===== src/usfc_pkg.sv =====
// Purpose: shared constants for the uart status and flow control block
// Assumes: 8-bit register port, one clock
// Notes:   offsets are local choices
package usfc_pkg;
    localparam logic [3:0] ADDR_IER      = 4'h1;
    localparam logic [3:0] ADDR_FCR      = 4'h2;
    localparam logic [3:0] ADDR_MCR      = 4'h4;
    localparam logic [3:0] ADDR_LSR      = 4'h5;
    localparam logic [3:0] ADDR_MSR      = 4'h6;
    localparam logic [3:0] ADDR_SCRATCH  = 4'h7;
    localparam logic [3:0] ADDR_EFR      = 4'h8;
    localparam logic [3:0] ADDR_XCHAR1   = 4'h9;
    localparam logic [3:0] ADDR_XCHAR2   = 4'ha;
    localparam logic [3:0] ADDR_RXPUSH   = 4'hb;
    localparam logic [3:0] ADDR_RXPOP    = 4'hc;
    localparam logic [3:0] ADDR_TXCTRL   = 4'hd;
    localparam logic [3:0] ADDR_ENH      = 4'he;
    localparam int MCR_DTR = 0;
    localparam int MCR_RTS = 1;
    localparam int MCR_OP1 = 2;
    localparam int MCR_OP2 = 3;
    localparam int MCR_LOOP = 4;
    localparam int MCR_IRDA = 6;
    localparam int MCR_PRESC = 7;
    localparam int EFR_ENH = 4;
    localparam int EFR_ACTS = 7;
    localparam int IER_MS = 3;
    localparam int IER_THR = 1;
    localparam logic [7:0] MCR_ENH_MASK = 8'he0;
    localparam logic [7:0] IER_ENH_MASK = 8'hf0;
    localparam logic [7:0] FCR_ENH_MASK = 8'h30;
    localparam logic [7:0] ZERO8 = 8'h00;
    localparam logic [3:0] FIFO_AW = 4'h4;
    localparam int FIFO_DEPTH = 16;
    localparam logic [3:0] PRE16_LAST = 4'hf;
    localparam logic [1:0] PRE4_LAST = 2'h3;
    localparam int ST_PE = 8;
    localparam int ST_FE = 9;
    localparam int ST_BI = 10;
    typedef enum logic [1:0] {
        USFC_TX_IDLE = 2'b00,
        USFC_TX_SHIFT = 2'b01,
        USFC_TX_HOLD = 2'b11
    } usfc_tx_e;
endpackage


===== src/usfc_fifo_if.sv =====
// Purpose: push/pop bundle between the top and the receive memory
// Assumes: single clock
// Notes:   entries carry data plus error tags
`timescale 1ns/100ps
interface usfc_fifo_if;
    logic        push;
    logic        pop;
    logic [10:0] wdata;
    logic [10:0] head;
    logic        empty;
    logic        full;
    logic [4:0]  count;
    modport owner (output push, output pop, output wdata,
                   input head, input empty, input full, input count);
    modport mem (input push, input pop, input wdata,
                 output head, output empty, output full, output count);
endinterface


===== src/usfc_rx_mem.sv =====
// Purpose: receive memory holding data and per-character error tags
// Assumes: pushes when full are dropped by the owner
// Notes:   head comes out of a register
`timescale 1ns/100ps
module usfc_rx_mem (
    input wire logic clock,
    input wire logic rst,
    usfc_fifo_if.mem f
);
    logic [10:0] store [usfc_pkg::FIFO_DEPTH];
    logic [3:0]  wr_ptr;
    logic [3:0]  rd_ptr;
    logic [4:0]  count;
    logic        do_push;
    logic        do_pop;

    assign do_push = f.push && (count != 5'(usfc_pkg::FIFO_DEPTH));
    assign do_pop  = f.pop && (count != 5'h00);
    assign f.empty = (count == 5'h00);
    assign f.full  = (count == 5'(usfc_pkg::FIFO_DEPTH));
    assign f.count = count;

    always_ff @(posedge clock) begin
        if (do_push) begin
            store[wr_ptr] <= f.wdata;
        end
    end

    always_ff @(posedge clock) begin
        if (rst) begin
            wr_ptr <= 4'h0;
            rd_ptr <= 4'h0;
            count  <= 5'h00;
        end else begin
            if (do_push) begin
                wr_ptr <= wr_ptr + 4'h1;
            end
            if (do_pop) begin
                rd_ptr <= rd_ptr + 4'h1;
            end
            count <= count + 5'(do_push) - 5'(do_pop);
        end
    end

    // head register loads the entry at the next read pointer, or wdata on a push when empty
    always_ff @(posedge clock) begin
        if (rst) begin
            f.head <= 11'h000;
        end else if (count == 5'h00 && do_push) begin
            f.head <= f.wdata;
        end else begin
            f.head <= store[rd_ptr + 4'(do_pop)];
        end
    end
endmodule


===== src/usfc_prescaler.sv =====
// Purpose: baud generator input tick, divide by 16 then optional 4
// Assumes: runs every clock
// Notes:   tick is a one-cycle pulse
`timescale 1ns/100ps
module usfc_prescaler (
    input wire logic clock,
    input wire logic rst,
    input wire logic div4,
    output logic     tick
);
    logic [3:0] cnt16;
    logic [1:0] cnt4;
    logic       wrap16;

    assign wrap16 = (cnt16 == usfc_pkg::PRE16_LAST);

    always_ff @(posedge clock) begin
        if (rst) begin
            cnt16 <= 4'h0;
            cnt4  <= 2'h0;
        end else begin
            cnt16 <= cnt16 + 4'h1;
            if (wrap16) begin
                cnt4 <= cnt4 + 2'h1;
            end
        end
    end

    always_ff @(posedge clock) begin
        if (rst) begin
            tick <= 1'b0;
        end else begin
            tick <= wrap16 && (!div4 || cnt4 == usfc_pkg::PRE4_LAST);
        end
    end
endmodule


===== src/usfc_top.sv =====
// Purpose: uart channel status, modem status and flow control logic
// Assumes: character engines outside report events as one-cycle pulses
// Notes:   register port reads answer one cycle after the strobe
//
// Summary of operation
// - irda select routes data, idle tx low
// - clock divided by 16, optionally 4 more
// - data ready while receive data held
// - overrun when full, fifo kept intact
// - parity error follows head character
// - framing error follows head character
// - break flagged, one break char per break
// - holding empty set on transfer, cleared on write
// - transmitter empty when holding and shifter empty
// - fifo error summary, cleared by status read
// - modem line change bits, cleared on read
// - ring change only on rising ring input
// - upper modem bits inverted inputs or loopback
// - auto cts stops after current character
// - scratch register, eight bits, no side effects
// - upper flow bits select transmit characters
// - lower flow bits select receive compare
// - dual mode joins both characters as sequence
// - enhanced bit gates, saves, restores fields
// - reset clears enhanced fields
// - loopback bit enters internal loopback
`timescale 1ns/100ps
module usfc_top (
    input wire logic        clock,
    input wire logic        rst,
    input wire logic [3:0]  addr,
    input wire logic [7:0]  wdata,
    input wire logic        wr,
    input wire logic        rd,
    output logic [7:0]      rdata,
    input wire logic        cts_n,
    input wire logic        dsr_n,
    input wire logic        ri_n,
    input wire logic        cd_n,
    output logic            rts_n,
    output logic            dtr_n,
    input wire logic        ser_rx,
    input wire logic        irda_rx,
    input wire logic        tx_line,
    output logic            ser_tx,
    output logic            irda_tx,
    output logic            core_rx,
    output logic            baud_tick,
    input wire logic        tsr_done,
    output logic            tsr_load,
    output logic [7:0]      tsr_data,
    input wire logic        tsr_busy,
    output logic [1:0]      tx_flow_sel,
    output logic [1:0]      rx_cmp_sel,
    output logic            dual_seq,
    output logic [15:0]     flow_chars,
    output logic            modem_irq,
    output logic            thr_irq
);
    usfc_fifo_if rxf ();

    logic [7:0]  modem_control;
    logic [7:0]  enhanced_feature;
    logic [7:0]  interrupt_enable_reg;
    logic [7:0]  fifo_control_reg;
    logic [7:0]  saved_mcr;
    logic [7:0]  saved_ier;
    logic [7:0]  saved_fcr;
    logic [7:0]  scratch;
    logic [7:0]  xchar1;
    logic [7:0]  xchar2;
    logic [7:0]  transmit_holding;
    logic        thr_full;
    logic        overrun;
    logic        fifo_err;
    logic        in_break;
    logic [3:0]  delta;
    logic [3:0]  lvl_prev;
    logic [3:0]  lvl_now;
    logic [7:0]  line_status;
    logic [7:0]  modem_status;
    logic        loopback;
    logic        cts_stop;
    logic        enh;
    logic        rx_push_ok;
    usfc_pkg::usfc_tx_e tx_state;
    usfc_pkg::usfc_tx_e next_tx_state;

    function automatic logic hit(input logic [3:0] a, input logic strobe,
                                 input logic [3:0] target);
        hit = strobe && (a == target);
    endfunction

    usfc_rx_mem u_mem (
        .clock (clock),
        .rst   (rst),
        .f     (rxf)
    );

    usfc_prescaler u_pre (
        .clock (clock),
        .rst   (rst),
        .div4  (modem_control[usfc_pkg::MCR_PRESC]),
        .tick  (baud_tick)
    );

    ////////////////////////////////////////////////////////////////////////
    // line routing and modem outputs
    assign loopback = modem_control[usfc_pkg::MCR_LOOP];
    assign enh      = enhanced_feature[usfc_pkg::EFR_ENH];

    always_comb begin
        // irda pulses mark low bits, so an idle high line gives low out
        if (modem_control[usfc_pkg::MCR_IRDA]) begin
            irda_tx = loopback ? 1'b0 : ~tx_line;
            ser_tx  = 1'b1;
            core_rx = loopback ? tx_line : ~irda_rx;
        end else begin
            irda_tx = 1'b0;
            ser_tx  = loopback ? 1'b1 : tx_line;
            core_rx = loopback ? tx_line : ser_rx;
        end
    end

    assign rts_n = loopback | ~modem_control[usfc_pkg::MCR_RTS];
    assign dtr_n = loopback | ~modem_control[usfc_pkg::MCR_DTR];

    ////////////////////////////////////////////////////////////////////////
    // control registers with enhanced latch
    always_ff @(posedge clock) begin
        if (rst) begin
            modem_control    <= usfc_pkg::ZERO8;
            interrupt_enable_reg              <= usfc_pkg::ZERO8;
            fifo_control_reg              <= usfc_pkg::ZERO8;
            enhanced_feature <= usfc_pkg::ZERO8;
            saved_mcr        <= usfc_pkg::ZERO8;
            saved_ier        <= usfc_pkg::ZERO8;
            saved_fcr        <= usfc_pkg::ZERO8;
        end else if (wr) begin
            case (addr)
                usfc_pkg::ADDR_MCR: modem_control <= enh ? wdata :
                    (wdata & ~usfc_pkg::MCR_ENH_MASK)
                    | (modem_control & usfc_pkg::MCR_ENH_MASK);
                usfc_pkg::ADDR_IER: interrupt_enable_reg <= enh ? wdata :
                    (wdata & ~usfc_pkg::IER_ENH_MASK)
                    | (interrupt_enable_reg & usfc_pkg::IER_ENH_MASK);
                usfc_pkg::ADDR_FCR: fifo_control_reg <= enh ? wdata :
                    (wdata & ~usfc_pkg::FCR_ENH_MASK)
                    | (fifo_control_reg & usfc_pkg::FCR_ENH_MASK);
                usfc_pkg::ADDR_EFR: begin
                    enhanced_feature <= wdata;
                    if (enh && !wdata[usfc_pkg::EFR_ENH]) begin
                        saved_mcr     <= modem_control & usfc_pkg::MCR_ENH_MASK;
                        saved_ier     <= interrupt_enable_reg & usfc_pkg::IER_ENH_MASK;
                        saved_fcr     <= fifo_control_reg & usfc_pkg::FCR_ENH_MASK;
                        modem_control <= modem_control & ~usfc_pkg::MCR_ENH_MASK;
                        interrupt_enable_reg           <= interrupt_enable_reg & ~usfc_pkg::IER_ENH_MASK;
                        fifo_control_reg           <= fifo_control_reg & ~usfc_pkg::FCR_ENH_MASK;
                    end else if (!enh && wdata[usfc_pkg::EFR_ENH]) begin
                        modem_control <= modem_control | saved_mcr;
                        interrupt_enable_reg           <= interrupt_enable_reg | saved_ier;
                        fifo_control_reg           <= fifo_control_reg | saved_fcr;
                    end
                end
                default: ;
            endcase
        end
    end

    always_ff @(posedge clock) begin
        if (rst) begin
            scratch <= usfc_pkg::ZERO8;
            xchar1  <= usfc_pkg::ZERO8;
            xchar2  <= usfc_pkg::ZERO8;
        end else begin
            if (hit(addr, wr, usfc_pkg::ADDR_SCRATCH)) begin
                scratch <= wdata;
            end
            if (hit(addr, wr, usfc_pkg::ADDR_XCHAR1)) begin
                xchar1 <= wdata;
            end
            if (hit(addr, wr, usfc_pkg::ADDR_XCHAR2)) begin
                xchar2 <= wdata;
            end
        end
    end

    ////////////////////////////////////////////////////////////////////////
    // software flow selection
    assign tx_flow_sel = enhanced_feature[3:2];
    assign rx_cmp_sel  = enhanced_feature[1:0];
    assign dual_seq    = (enhanced_feature[3:2] == 2'b11)
                      || (enhanced_feature[1:0] == 2'b11);
    assign flow_chars  = {xchar1, xchar2};

    ////////////////////////////////////////////////////////////////////////
    // receive side: write of {brk,fe,pe,in_break} at ADDR_RXPUSH, data taken from xchar1
    assign rx_push_ok = hit(addr, wr, usfc_pkg::ADDR_RXPUSH);
    assign rxf.push   = rx_push_ok && !rxf.full
                     && !(wdata[0] && in_break);
    assign rxf.wdata  = {wdata[3:1], xchar1};
    assign rxf.pop    = hit(addr, rd, usfc_pkg::ADDR_RXPOP);

    always_ff @(posedge clock) begin
        if (rst) begin
            in_break <= 1'b0;
        end else if (rx_push_ok) begin
            in_break <= wdata[0];
        end
    end

    always_ff @(posedge clock) begin
        if (rst) begin
            overrun  <= 1'b0;
            fifo_err <= 1'b0;
        end else begin
            if (rx_push_ok && rxf.full) begin
                overrun <= 1'b1;
            end else if (hit(addr, rd, usfc_pkg::ADDR_LSR)) begin
                overrun <= 1'b0;
            end
            if (rxf.push && (wdata[3:1] != 3'h0)) begin
                fifo_err <= 1'b1;
            end else if (hit(addr, rd, usfc_pkg::ADDR_LSR)) begin
                fifo_err <= 1'b0;
            end
        end
    end

    ////////////////////////////////////////////////////////////////////////
    // transmit holding and shifter hand-off
    always_comb begin
        case (tx_state)
            usfc_pkg::USFC_TX_IDLE:
                next_tx_state = thr_full ? usfc_pkg::USFC_TX_HOLD
                                         : usfc_pkg::USFC_TX_IDLE;
            usfc_pkg::USFC_TX_HOLD:
                next_tx_state = (!tsr_busy && !cts_stop)
                              ? usfc_pkg::USFC_TX_SHIFT
                              : usfc_pkg::USFC_TX_HOLD;
            usfc_pkg::USFC_TX_SHIFT:
                next_tx_state = tsr_done ? usfc_pkg::USFC_TX_IDLE
                                         : usfc_pkg::USFC_TX_SHIFT;
            default: next_tx_state = usfc_pkg::USFC_TX_IDLE;
        endcase
    end

    // stop only between characters
    assign cts_stop = enhanced_feature[usfc_pkg::EFR_ACTS]
                   && !modem_status[4];
    assign tsr_load = (tx_state == usfc_pkg::USFC_TX_HOLD)
                   && (next_tx_state == usfc_pkg::USFC_TX_SHIFT);
    assign tsr_data = transmit_holding;

    always_ff @(posedge clock) begin
        if (rst) begin
            tx_state <= usfc_pkg::USFC_TX_IDLE;
        end else begin
            tx_state <= next_tx_state;
        end
    end

    always_ff @(posedge clock) begin
        if (rst) begin
            transmit_holding      <= usfc_pkg::ZERO8;
            thr_full <= 1'b0;
        end else if (hit(addr, wr, usfc_pkg::ADDR_TXCTRL)) begin
            transmit_holding      <= wdata;
            thr_full <= 1'b1;
        end else if (tsr_load) begin
            thr_full <= 1'b0;
        end
    end

    ////////////////////////////////////////////////////////////////////////
    // modem status
    always_comb begin
        if (loopback) begin
            lvl_now = {modem_control[usfc_pkg::MCR_OP2],
                       modem_control[usfc_pkg::MCR_OP1],
                       modem_control[usfc_pkg::MCR_DTR],
                       modem_control[usfc_pkg::MCR_RTS]};
        end else begin
            lvl_now = ~{cd_n, ri_n, dsr_n, cts_n};
        end
    end

    always_ff @(posedge clock) begin
        if (rst) begin
            lvl_prev <= 4'h0;
            delta    <= 4'h0;
        end else begin
            lvl_prev <= lvl_now;
            // set wins over the read clear
            delta[0] <= (lvl_now[0] ^ lvl_prev[0])
                     || (delta[0] && !hit(addr, rd, usfc_pkg::ADDR_MSR));
            delta[1] <= (lvl_now[1] ^ lvl_prev[1])
                     || (delta[1] && !hit(addr, rd, usfc_pkg::ADDR_MSR));
            delta[2] <= (!lvl_now[2] && lvl_prev[2])
                     || (delta[2] && !hit(addr, rd, usfc_pkg::ADDR_MSR));
            delta[3] <= (lvl_now[3] ^ lvl_prev[3])
                     || (delta[3] && !hit(addr, rd, usfc_pkg::ADDR_MSR));
        end
    end

    assign modem_status = {lvl_now, delta};
    assign modem_irq    = interrupt_enable_reg[usfc_pkg::IER_MS] && (delta != 4'h0);

    ////////////////////////////////////////////////////////////////////////
    // line status and read port
    assign line_status = {fifo_err,
                          !thr_full && tx_state != usfc_pkg::USFC_TX_SHIFT,
                          !thr_full,
                          !rxf.empty && rxf.head[usfc_pkg::ST_BI],
                          !rxf.empty && rxf.head[usfc_pkg::ST_FE],
                          !rxf.empty && rxf.head[usfc_pkg::ST_PE],
                          overrun,
                          !rxf.empty};
    assign thr_irq = interrupt_enable_reg[usfc_pkg::IER_THR] && !thr_full;

    always_ff @(posedge clock) begin
        if (rst) begin
            rdata <= usfc_pkg::ZERO8;
        end else if (rd) begin
            case (addr)
                usfc_pkg::ADDR_IER:     rdata <= interrupt_enable_reg;
                usfc_pkg::ADDR_FCR:     rdata <= fifo_control_reg;
                usfc_pkg::ADDR_MCR:     rdata <= modem_control;
                usfc_pkg::ADDR_LSR:     rdata <= line_status;
                usfc_pkg::ADDR_MSR:     rdata <= modem_status;
                usfc_pkg::ADDR_SCRATCH: rdata <= scratch;
                usfc_pkg::ADDR_EFR:     rdata <= enhanced_feature;
                usfc_pkg::ADDR_XCHAR1:  rdata <= xchar1;
                usfc_pkg::ADDR_XCHAR2:  rdata <= xchar2;
                usfc_pkg::ADDR_RXPOP:   rdata <= rxf.head[7:0];
                default:                rdata <= usfc_pkg::ZERO8;
            endcase
        end else begin
            rdata <= usfc_pkg::ZERO8;
        end
    end

    ////////////////////////////////////////////////////////////////////////
    // checks
    chk_irda_idle_low: assert property (@(posedge clock) disable iff (rst)
        modem_control[usfc_pkg::MCR_IRDA] && tx_line |-> !irda_tx)
        else $error("irda tx not low");
    chk_dr_tracks: assert property (@(posedge clock) disable iff (rst)
        line_status[0] == (rxf.count != 5'h00))
        else $error("data ready wrong");
    chk_overrun_set: assert property (@(posedge clock) disable iff (rst)
        rx_push_ok && rxf.full |=> overrun && rxf.full)
        else $error("overrun not flagged");
    chk_thr_clear: assert property (@(posedge clock) disable iff (rst)
        hit(addr, wr, usfc_pkg::ADDR_TXCTRL) |=> !line_status[5])
        else $error("holding empty not cleared");
    chk_temt_implies: assert property (@(posedge clock) disable iff (rst)
        line_status[6] |-> line_status[5])
        else $error("tx empty while holding full");
    chk_err_clear: assert property (@(posedge clock) disable iff (rst)
        hit(addr, rd, usfc_pkg::ADDR_LSR) && !rxf.push |=> !fifo_err)
        else $error("error summary not cleared");
    chk_cts_delta: assert property (@(posedge clock) disable iff (rst)
        $changed(lvl_now[0]) |=> delta[0])
        else $error("cts change missed");
    chk_ring_edge: assert property (@(posedge clock) disable iff (rst)
        $rose(lvl_now[2]) && !delta[2] |=> !delta[2])
        else $error("ring change on wrong edge");
    chk_cts_hold: assert property (@(posedge clock) disable iff (rst)
        cts_stop |-> !tsr_load)
        else $error("load while cts stopped");
    chk_ms_irq: assert property (@(posedge clock) disable iff (rst)
        hit(addr, rd, usfc_pkg::ADDR_MSR) && !$changed(lvl_now)
        ##1 !$changed(lvl_now) |-> !modem_irq)
        else $error("modem irq stuck");
endmodule


===== config.mk =====
export PLATFORM = sky130hd
export DESIGN_NAME = usfc_top
export DESIGN_NICKNAME = d
export VERILOG_FILES = /design/src/usfc_pkg.sv /design/src/usfc_fifo_if.sv /design/src/usfc_rx_mem.sv /design/src/usfc_prescaler.sv /design/src/usfc_top.sv
export SDC_FILE = /design/constraint.sdc
export NUM_CORES = 1
export LEC_CHECK = 0
export ABC_AREA = 1
export BUFFER_PORTS_ARGS = -buffer_cell sky130_fd_sc_hd__buf_2
export CAP_MARGIN = 0
export CORE_ASPECT_RATIO = 1.5
export CORE_UTILIZATION = 55
export CTS_BUF_LIST = sky130_fd_sc_hd__clkbuf_8
export DETAILED_ROUTE_END_ITERATION = 12
export GPL_ROUTABILITY_DRIVEN = 0
export GPL_TIMING_DRIVEN = 1
export HOLD_SLACK_MARGIN = 0.03
export PLACE_DENSITY = 0.85
export SYNTH_ARGS = -nofsm -noshare
export SYNTH_HDL_FRONTEND = slang
export SYNTH_SLANG_ARGS = --single-unit

===== constraint.sdc =====
create_clock -name clock -period 3.1 [get_ports clock]
set_clock_uncertainty 0.15 [all_clocks]
set_input_delay 0.62 -clock clock [delete_from_list [all_inputs] [get_ports clock]]
set_output_delay 0.62 -clock clock [all_outputs]
set_load 0.05 [all_outputs]

**Yosys cells after proc, flatten, opt, wreduce, memory -nomap -nowiden**

Memory sizes are Yosys's and may differ from the RTL's.
Index checks and enable logic that the tools add are counted.

- Bitwise gates (word level): 17
- Reduce and logical (&&, ||, !) cells: 71
- Equal/unequal tests: 25
- Add/sub/neg operators: 7
- Muxes and demuxes: 33

Operators by type and width:

| kind | count |
|---|---|
| 8-bit case mux with 10 select lines | 1 |
| 8-bit two-way mux | 9 |
| 8-bit case mux with 2 select lines | 3 |
| 1-bit logical AND | 33 |
| 4-bit == test (second input constant) | 7 |
| 4-bit by 3-bit == test with 1-bit output (second input constant) | 4 |
| 8-bit by 6-bit OR with 8-bit output | 2 |
| 8-bit OR | 2 |
| 1-bit two-way mux | 15 |
| 4-bit by 1-bit adder with 4-bit output (second input constant) | 3 |
| 1-bit zero test | 12 |
| 3-bit AND reduction | 4 |
| 4-bit AND reduction | 3 |
| 2-bit nonzero test | 6 |
| 11-bit two-way mux | 1 |
| 2-bit == test (second input constant) | 4 |
| 4-bit by 8-bit OR with 8-bit output | 1 |
| 5-bit by 8-bit OR with 8-bit output | 1 |
| 1-bit logical OR | 6 |
| 2-bit case mux with 3 select lines | 1 |
| 5-bit by 1-bit adder with 5-bit output | 1 |
| 5-bit == test (second input constant) | 1 |
| 5-bit zero test | 1 |
| 5-bit inequality test (second input constant) | 1 |
| other kinds (21) | 31 |

- Output and inout bits: 46
- Bits in registers: 126
- Word-level logic and storage cells: 183
- RAM bits: 176
- Input port bits: 25
- Memories: 1

Memories:

| name | depth | width | rd ports | clocked after Yosys merged registers in | write ports | RTL line | RTL |
|---|---|---|---|---|---|---|---|
| u_mem.store | 16 | 11 | 1 | 0 | 1 | usfc_rx_mem.sv:10 | `logic [10:0] store [usfc_pkg::FIFO_DEPTH];` |

**Depth between registers and ports, before layout**

- Word-level depth: 12
- Gate-level depth with buffers: 17
- Depth with buffers taken out: 15

**By module**

A second synthesis with hierarchy kept.

- Cell total of the unflattened synthesis: 1618
- Area, all modules: 13822.0 µm²

By module, submodules not included:

| module | cells an instance | times used | seq. area each (µm²) | area an instance (µm²) |
|---|---|---|---|---|
| usfc_rx_mem | 919 | 1 | 5765.5 | 9072.5 |
| usfc_top | 663 | 1 | 1901.8 | 4466.8 |
| usfc_prescaler | 36 | 1 | 140.1 | 282.8 |

**Least setup slack after synthesis**

OpenSTA, ideal clock, no wires.

- Path kind: input -> register
- Start point: input addr[1]
- End point: register u_mem.count[4], in the netlist u_mem.f.count[4]
- Stages on the path: 13
- Setup slack: 248 ps
- Data required time: 2880 ps
- Setup time: 70 ps
- Arrival: 2633 ps
- Cells stage by stage: inv_1 -> nand2_1 -> nor2_4 -> nand3_1 -> inv_1 -> ha_1 -> inv_1 -> ha_1 -> inv_1 -> fa_1 -> o31ai_1 -> o21ai_0 -> a21oi_1

RTL lines:

| what | RTL line | RTL |
|---|---|---|
| start, declared | usfc_top.sv:31 | `input wire logic [3:0] addr,` |
| 4-bit == test | usfc_top.sv:91 | `hit = strobe && (a == target);` |
| 1-bit logical AND | usfc_top.sv:91 |  |
| 1-bit logical AND | usfc_rx_mem.sv:18 | `assign do_pop = f.pop && (count != 5'h00);` |
| net u_mem.do_pop | usfc_rx_mem.sv:15 | `logic do_pop;` |
| 5-bit by 1-bit subtractor with 5-bit output | usfc_rx_mem.sv:41 | `count <= count + 5'(do_push) - 5'(do_pop);` |
| end signal, assigned | usfc_rx_mem.sv:41 |  |
| end, declared | usfc_rx_mem.sv:13 | `logic [4:0] count;` |

The timed path passes the listed nets, and every way through them passes these cells.
A chain may end at the register's enable or synchronous reset.

**Worst setup path after layout**

- Start point: register modem_control[4]
- End point: output tsr_load

- Longest elaborated chain between the ends: 9

Ends and longest elaborated chain:

| what | RTL line | RTL |
|---|---|---|
| start, declared | usfc_top.sv:62 | `logic [7:0] modem_control;` |
| start signal, assigned | usfc_top.sv:132 | `modem_control <= usfc_pkg::ZERO8;` |
| start signal, assigned | usfc_top.sv:141 | `usfc_pkg::ADDR_MCR: modem_control <= enh ? wdata :` |
| start signal, assigned | usfc_top.sv:156 | `modem_control <= modem_control & ~usfc_pkg::MCR_ENH_MASK;` |
| 4-bit two-way mux | usfc_top.sv:278 | `if (loopback) begin` |
| 1-bit zero test | usfc_top.sv:250 | `&& !modem_status[4];` |
| 1-bit logical AND | usfc_top.sv:250 |  |
| 1-bit zero test | usfc_top.sv:238 | `next_tx_state = (!tsr_busy && !cts_stop)` |
| 1-bit logical AND | usfc_top.sv:238 |  |
| 2-bit two-way mux | usfc_top.sv:239 | `? usfc_pkg::USFC_TX_SHIFT` |
| 2-bit case mux with 3 select lines | usfc_top.sv:233 | `case (tx_state)` |
| 2-bit by 1-bit == test with 1-bit output | usfc_top.sv:252 | `&& (next_tx_state == usfc_pkg::USFC_TX_SHIFT);` |
| 1-bit logical AND | usfc_top.sv:252 |  |
| end, declared | usfc_top.sv:50 | `output logic tsr_load,` |

Every way passes these cells.

==> metrics.md <==
| Metric | Value |
|---|---|
| Placed Cells incl. Taps | `1,897` |
| Sum of negative setup slack | `0 ns` |
| Global route total overflow | `0` |
| Worst Path Required | `2.33 ns` |
| FF+latch count, synth | `302` |
| Slew @ Worst Pin | `between 0.7 and 0.8 ns` |
| Number of pins with negative max-slew slack in the final report | `0` |
| Drt total wl | `about 35,000 um` |
| Number of port buffers | `70` |
| Number of flip-flops in the largest register | `176` |
| Cell internal power dissipation | `between 6000 and 7000 uW` |
| Vias in the first global route | `about 11,000` |
| Sequential fraction of the synthesis area | `0.590` |
| Top achievable clock speed | `around 340 MHz` |
| Final critical path time including I/O delays and setup | `2.95 ns` |
| Most instantiated library cell after synthesis | `nand2_1` |
| Dominant register cell in the synthesized netlist | `edfxtp_1` |
| Number of clock sinks seen by CTS | `just over 300` |
| Register ranked first by flip-flop count | `u_mem.store` |
| Cell types with the highest counts after synthesis | `nand2_1 (435), inv_1 (194), edfxtp_1 (176)` |
| Global-route wire length before repair | `about 54,000 um` |
| CTS root buf | `clkbuf_8` |
| Total core area | `approximately 24,000 um2` |
| Syn avg cell area | `between 8 and 9 um2` |
| Post-synth top area cell | `edfxtp_1` |
| Clk pwr share | `0.394` |
| Post-CTS Resized | `0` |
| Initial drt markers | `about 1,000` |
| Post-CTS setup repair buffer count | `0` |
| IO Pins | `between 70 and 80` |
| Synthesized netlist net count | `about 1,600` |
| Detailed-router iteration count before antenna repair | `6` |
| Antenna violations before repair | `0` |
| Number of warnings reported in the yosys synthesis log | `0` |
| HPWL Detailed | `23,400 um` |
| Run status | `finished, final reports clean` |
| Power per standard cell area | `around 530 nW/um2` |
| Final hold viol count | `0` |
| Cell area after synthesis | `around 13,000 um2` |
| Bufs on Longest Clock Path | `3` |
| Final worst-path cycle share | `0.951` |
| Area share of the leading cell type in the synthesized netlist | `0.400` |
| H-tree levels | `2` |
| Cts hold-fix bufs | `0` |
| Path category of the worst min-delay check | `in2reg` |
| Library cell contributing the largest single delay on the critical path | `o21ai_0` |
| Maximum vdd ir drop | `about 500 uV` |
| Unrepaired setup endpoints after global routing | `false` |
| Site row count | `69` |
| Clock edge transition at the registers on the reported setup and hold paths | `around 0.070 ns` |
| Startpoint type of the worst setup path | `flop` |
| Remaining DRCs | `0` |
| Relative slew margins | `0.471` |
| Top fanout value on the critical path | `8` |
| Critical path capture point type | `output port` |
| Switching share of power | `0.238` |
| Critical Path Max Stage Delay | `0.47 ns` |
| Top flop regs | `u_mem.store (176), u_mem.f.head (11)` |
| TritonCTS clock tree | `built` |
| Leak | `approximately 0.0067 uW` |
| Synthesis-to-finish area growth | `13.6%` |
| Number of unique standard cell types used by synthesis | `40` |
| Layout Cells excl Fill | `~2,000` |
| Max Cap Violations | `0` |
| Number of synthesized flops with an enable pin | `about 180` |
| Die outline height | `192 um` |
| Combinational power share | `0.067` |
| Critical Setup Path Class | `reg2out` |
| Share of layout cells above drive strength 1 | `0.121` |
| Synth top area cells | `edfxtp_1 (40%), dfxtp_1 (19%), nand2_1 (12%)` |
| All-layer global routing usage | `0.290` |
| Switching power | `~1900 uW` |
| Number of antenna repair diodes | `0` |
| Die Wd | `129 um` |
| Critical-path cell list | `o21ai_0, o21bai_1, or2_2, inv_1, buf_2` |
| Fraction of registers with async set or reset after synthesis | `0` |
| Data arrival time at the worst-slack endpoint | `between 2 and 2.5 ns` |
| Clock latency reported for the late side of the worst-skew pair | `~0.55 ns` |
| Gate count of the mapped netlist | `1,524` |
| Starting density of the core | `0.559` |
| Wire per inst | `between 15 and 20 um` |
| Number of setup violations in the final report | `0` |
| Drt via density | `about 5.5` |
| Clock buffers created by TritonCTS | `42` |
| Die Area | `between 20,000 and 25,000 um2` |
| Count of nets left with antenna violations after detail routing | `0` |
| Proportion of power drawn by flip-flops and latches | `0.539` |
| Routed vias | `roughly 11,000` |
| Pin count of the biggest net entering global routing | `88` |
| Net count, final | `between 1,500 and 2,000` |
## kinds of logic after synthesis
group / after synthesis / synth area share
flip-flops: 302 / 0.590
AO/OA/AOI/OAI: 193 / 0.0753
adder cells (fa/ha/maj): 16 / 0.0157
AND/OR/NAND/NOR: 740 / 0.233
XOR/XNOR: 12 / 0.00795
buffers and inverters: 261 / 0.0777
## worst max-delay path: cells and delay by family, from the launching register on
family / cells / cell delay (ns)
buf+inv: 2 / 0.31
simple gates: 1 / 0.30
compound gates: 2 / 0.62
flops: 1 / 0.41
## layer usage
layer / routed length [um] / share of wire / track usage / up-vias
li1: - / - / - / 5117
met1: 12500 / 0.36 / 0.320 / 5027
met2: 17500 / 0.50 / 0.507 / 536
met3: 2330 / 0.067 / 0.0398 / 142
met4: 2420 / 0.070 / 0.212 / 0
met5: 0 / 0 / 0 / -
## power groups by stage
stage	logic (uW)	registers, uW	clock network, uW
after floorplan	321	4420	0
after global routing	590	4320	3350
after global placement	510	4400	0
after CTS	531	4320	3190
after detailed placement	526	4400	0
final	539	4320	3160
## cell usage in the layout, fill, tap and decap left out, types with 38 or more instances in the layout
master	count
o21ai_0	100
edfxtp_1	176
a21oi_1	73
clkbuf_8	48
nand2_1	435
nor2_1	121
dfxtp_1	126
inv_1	208
buf_2	70
buf_4	38
nand3_1	155
## final cells by class
class / instances / area, um2
fillers: 1872 / 8640
flip-flops and latches: 302 / 7810
multi-input cells: 961 / 4400
repair buffers: 116 / 796
inverters: 199 / 747
clock buffers: 48 / 661
well taps: 319 / 399
clock inverters: 30 / 210
## stage by stage
step / hold slack, ns / utilization / power (uW) / instance area, um2 / setup WS (ns)
detailed placement: 0.291 / 0.598 / 4930 / 14100 / 0.0300
CTS: 0.238 / 0.635 / 8030 / 15000 / 0.144
global placement: 0.277 / 0.598 / 4910 / 14100 / 0.0542
floorplan: 0.268 / - / 4740 / 13200 / 0.248
finish: 0.266 / 0.635 / 8010 / 15000 / 0.153
global route: 0.248 / 0.635 / 8260 / 15000 / 0.0446
## worst paths after layout
path / start / to / slack (ns) / cells past startpoint
worst max-delay path: modem_control[4] / tsr_load / 0.15 / 5
worst min register to register: interrupt_enable_reg[2] / interrupt_enable_reg[2] / 0.30 / 2
worst min-delay path: wdata[0] / scratch[0] / 0.27 / 3
worst max register to register: u_mem.f.count[2] / u_mem.f.head[0] / 0.29 / 14
No activity file was read; power rests on OpenSTA's default activity.
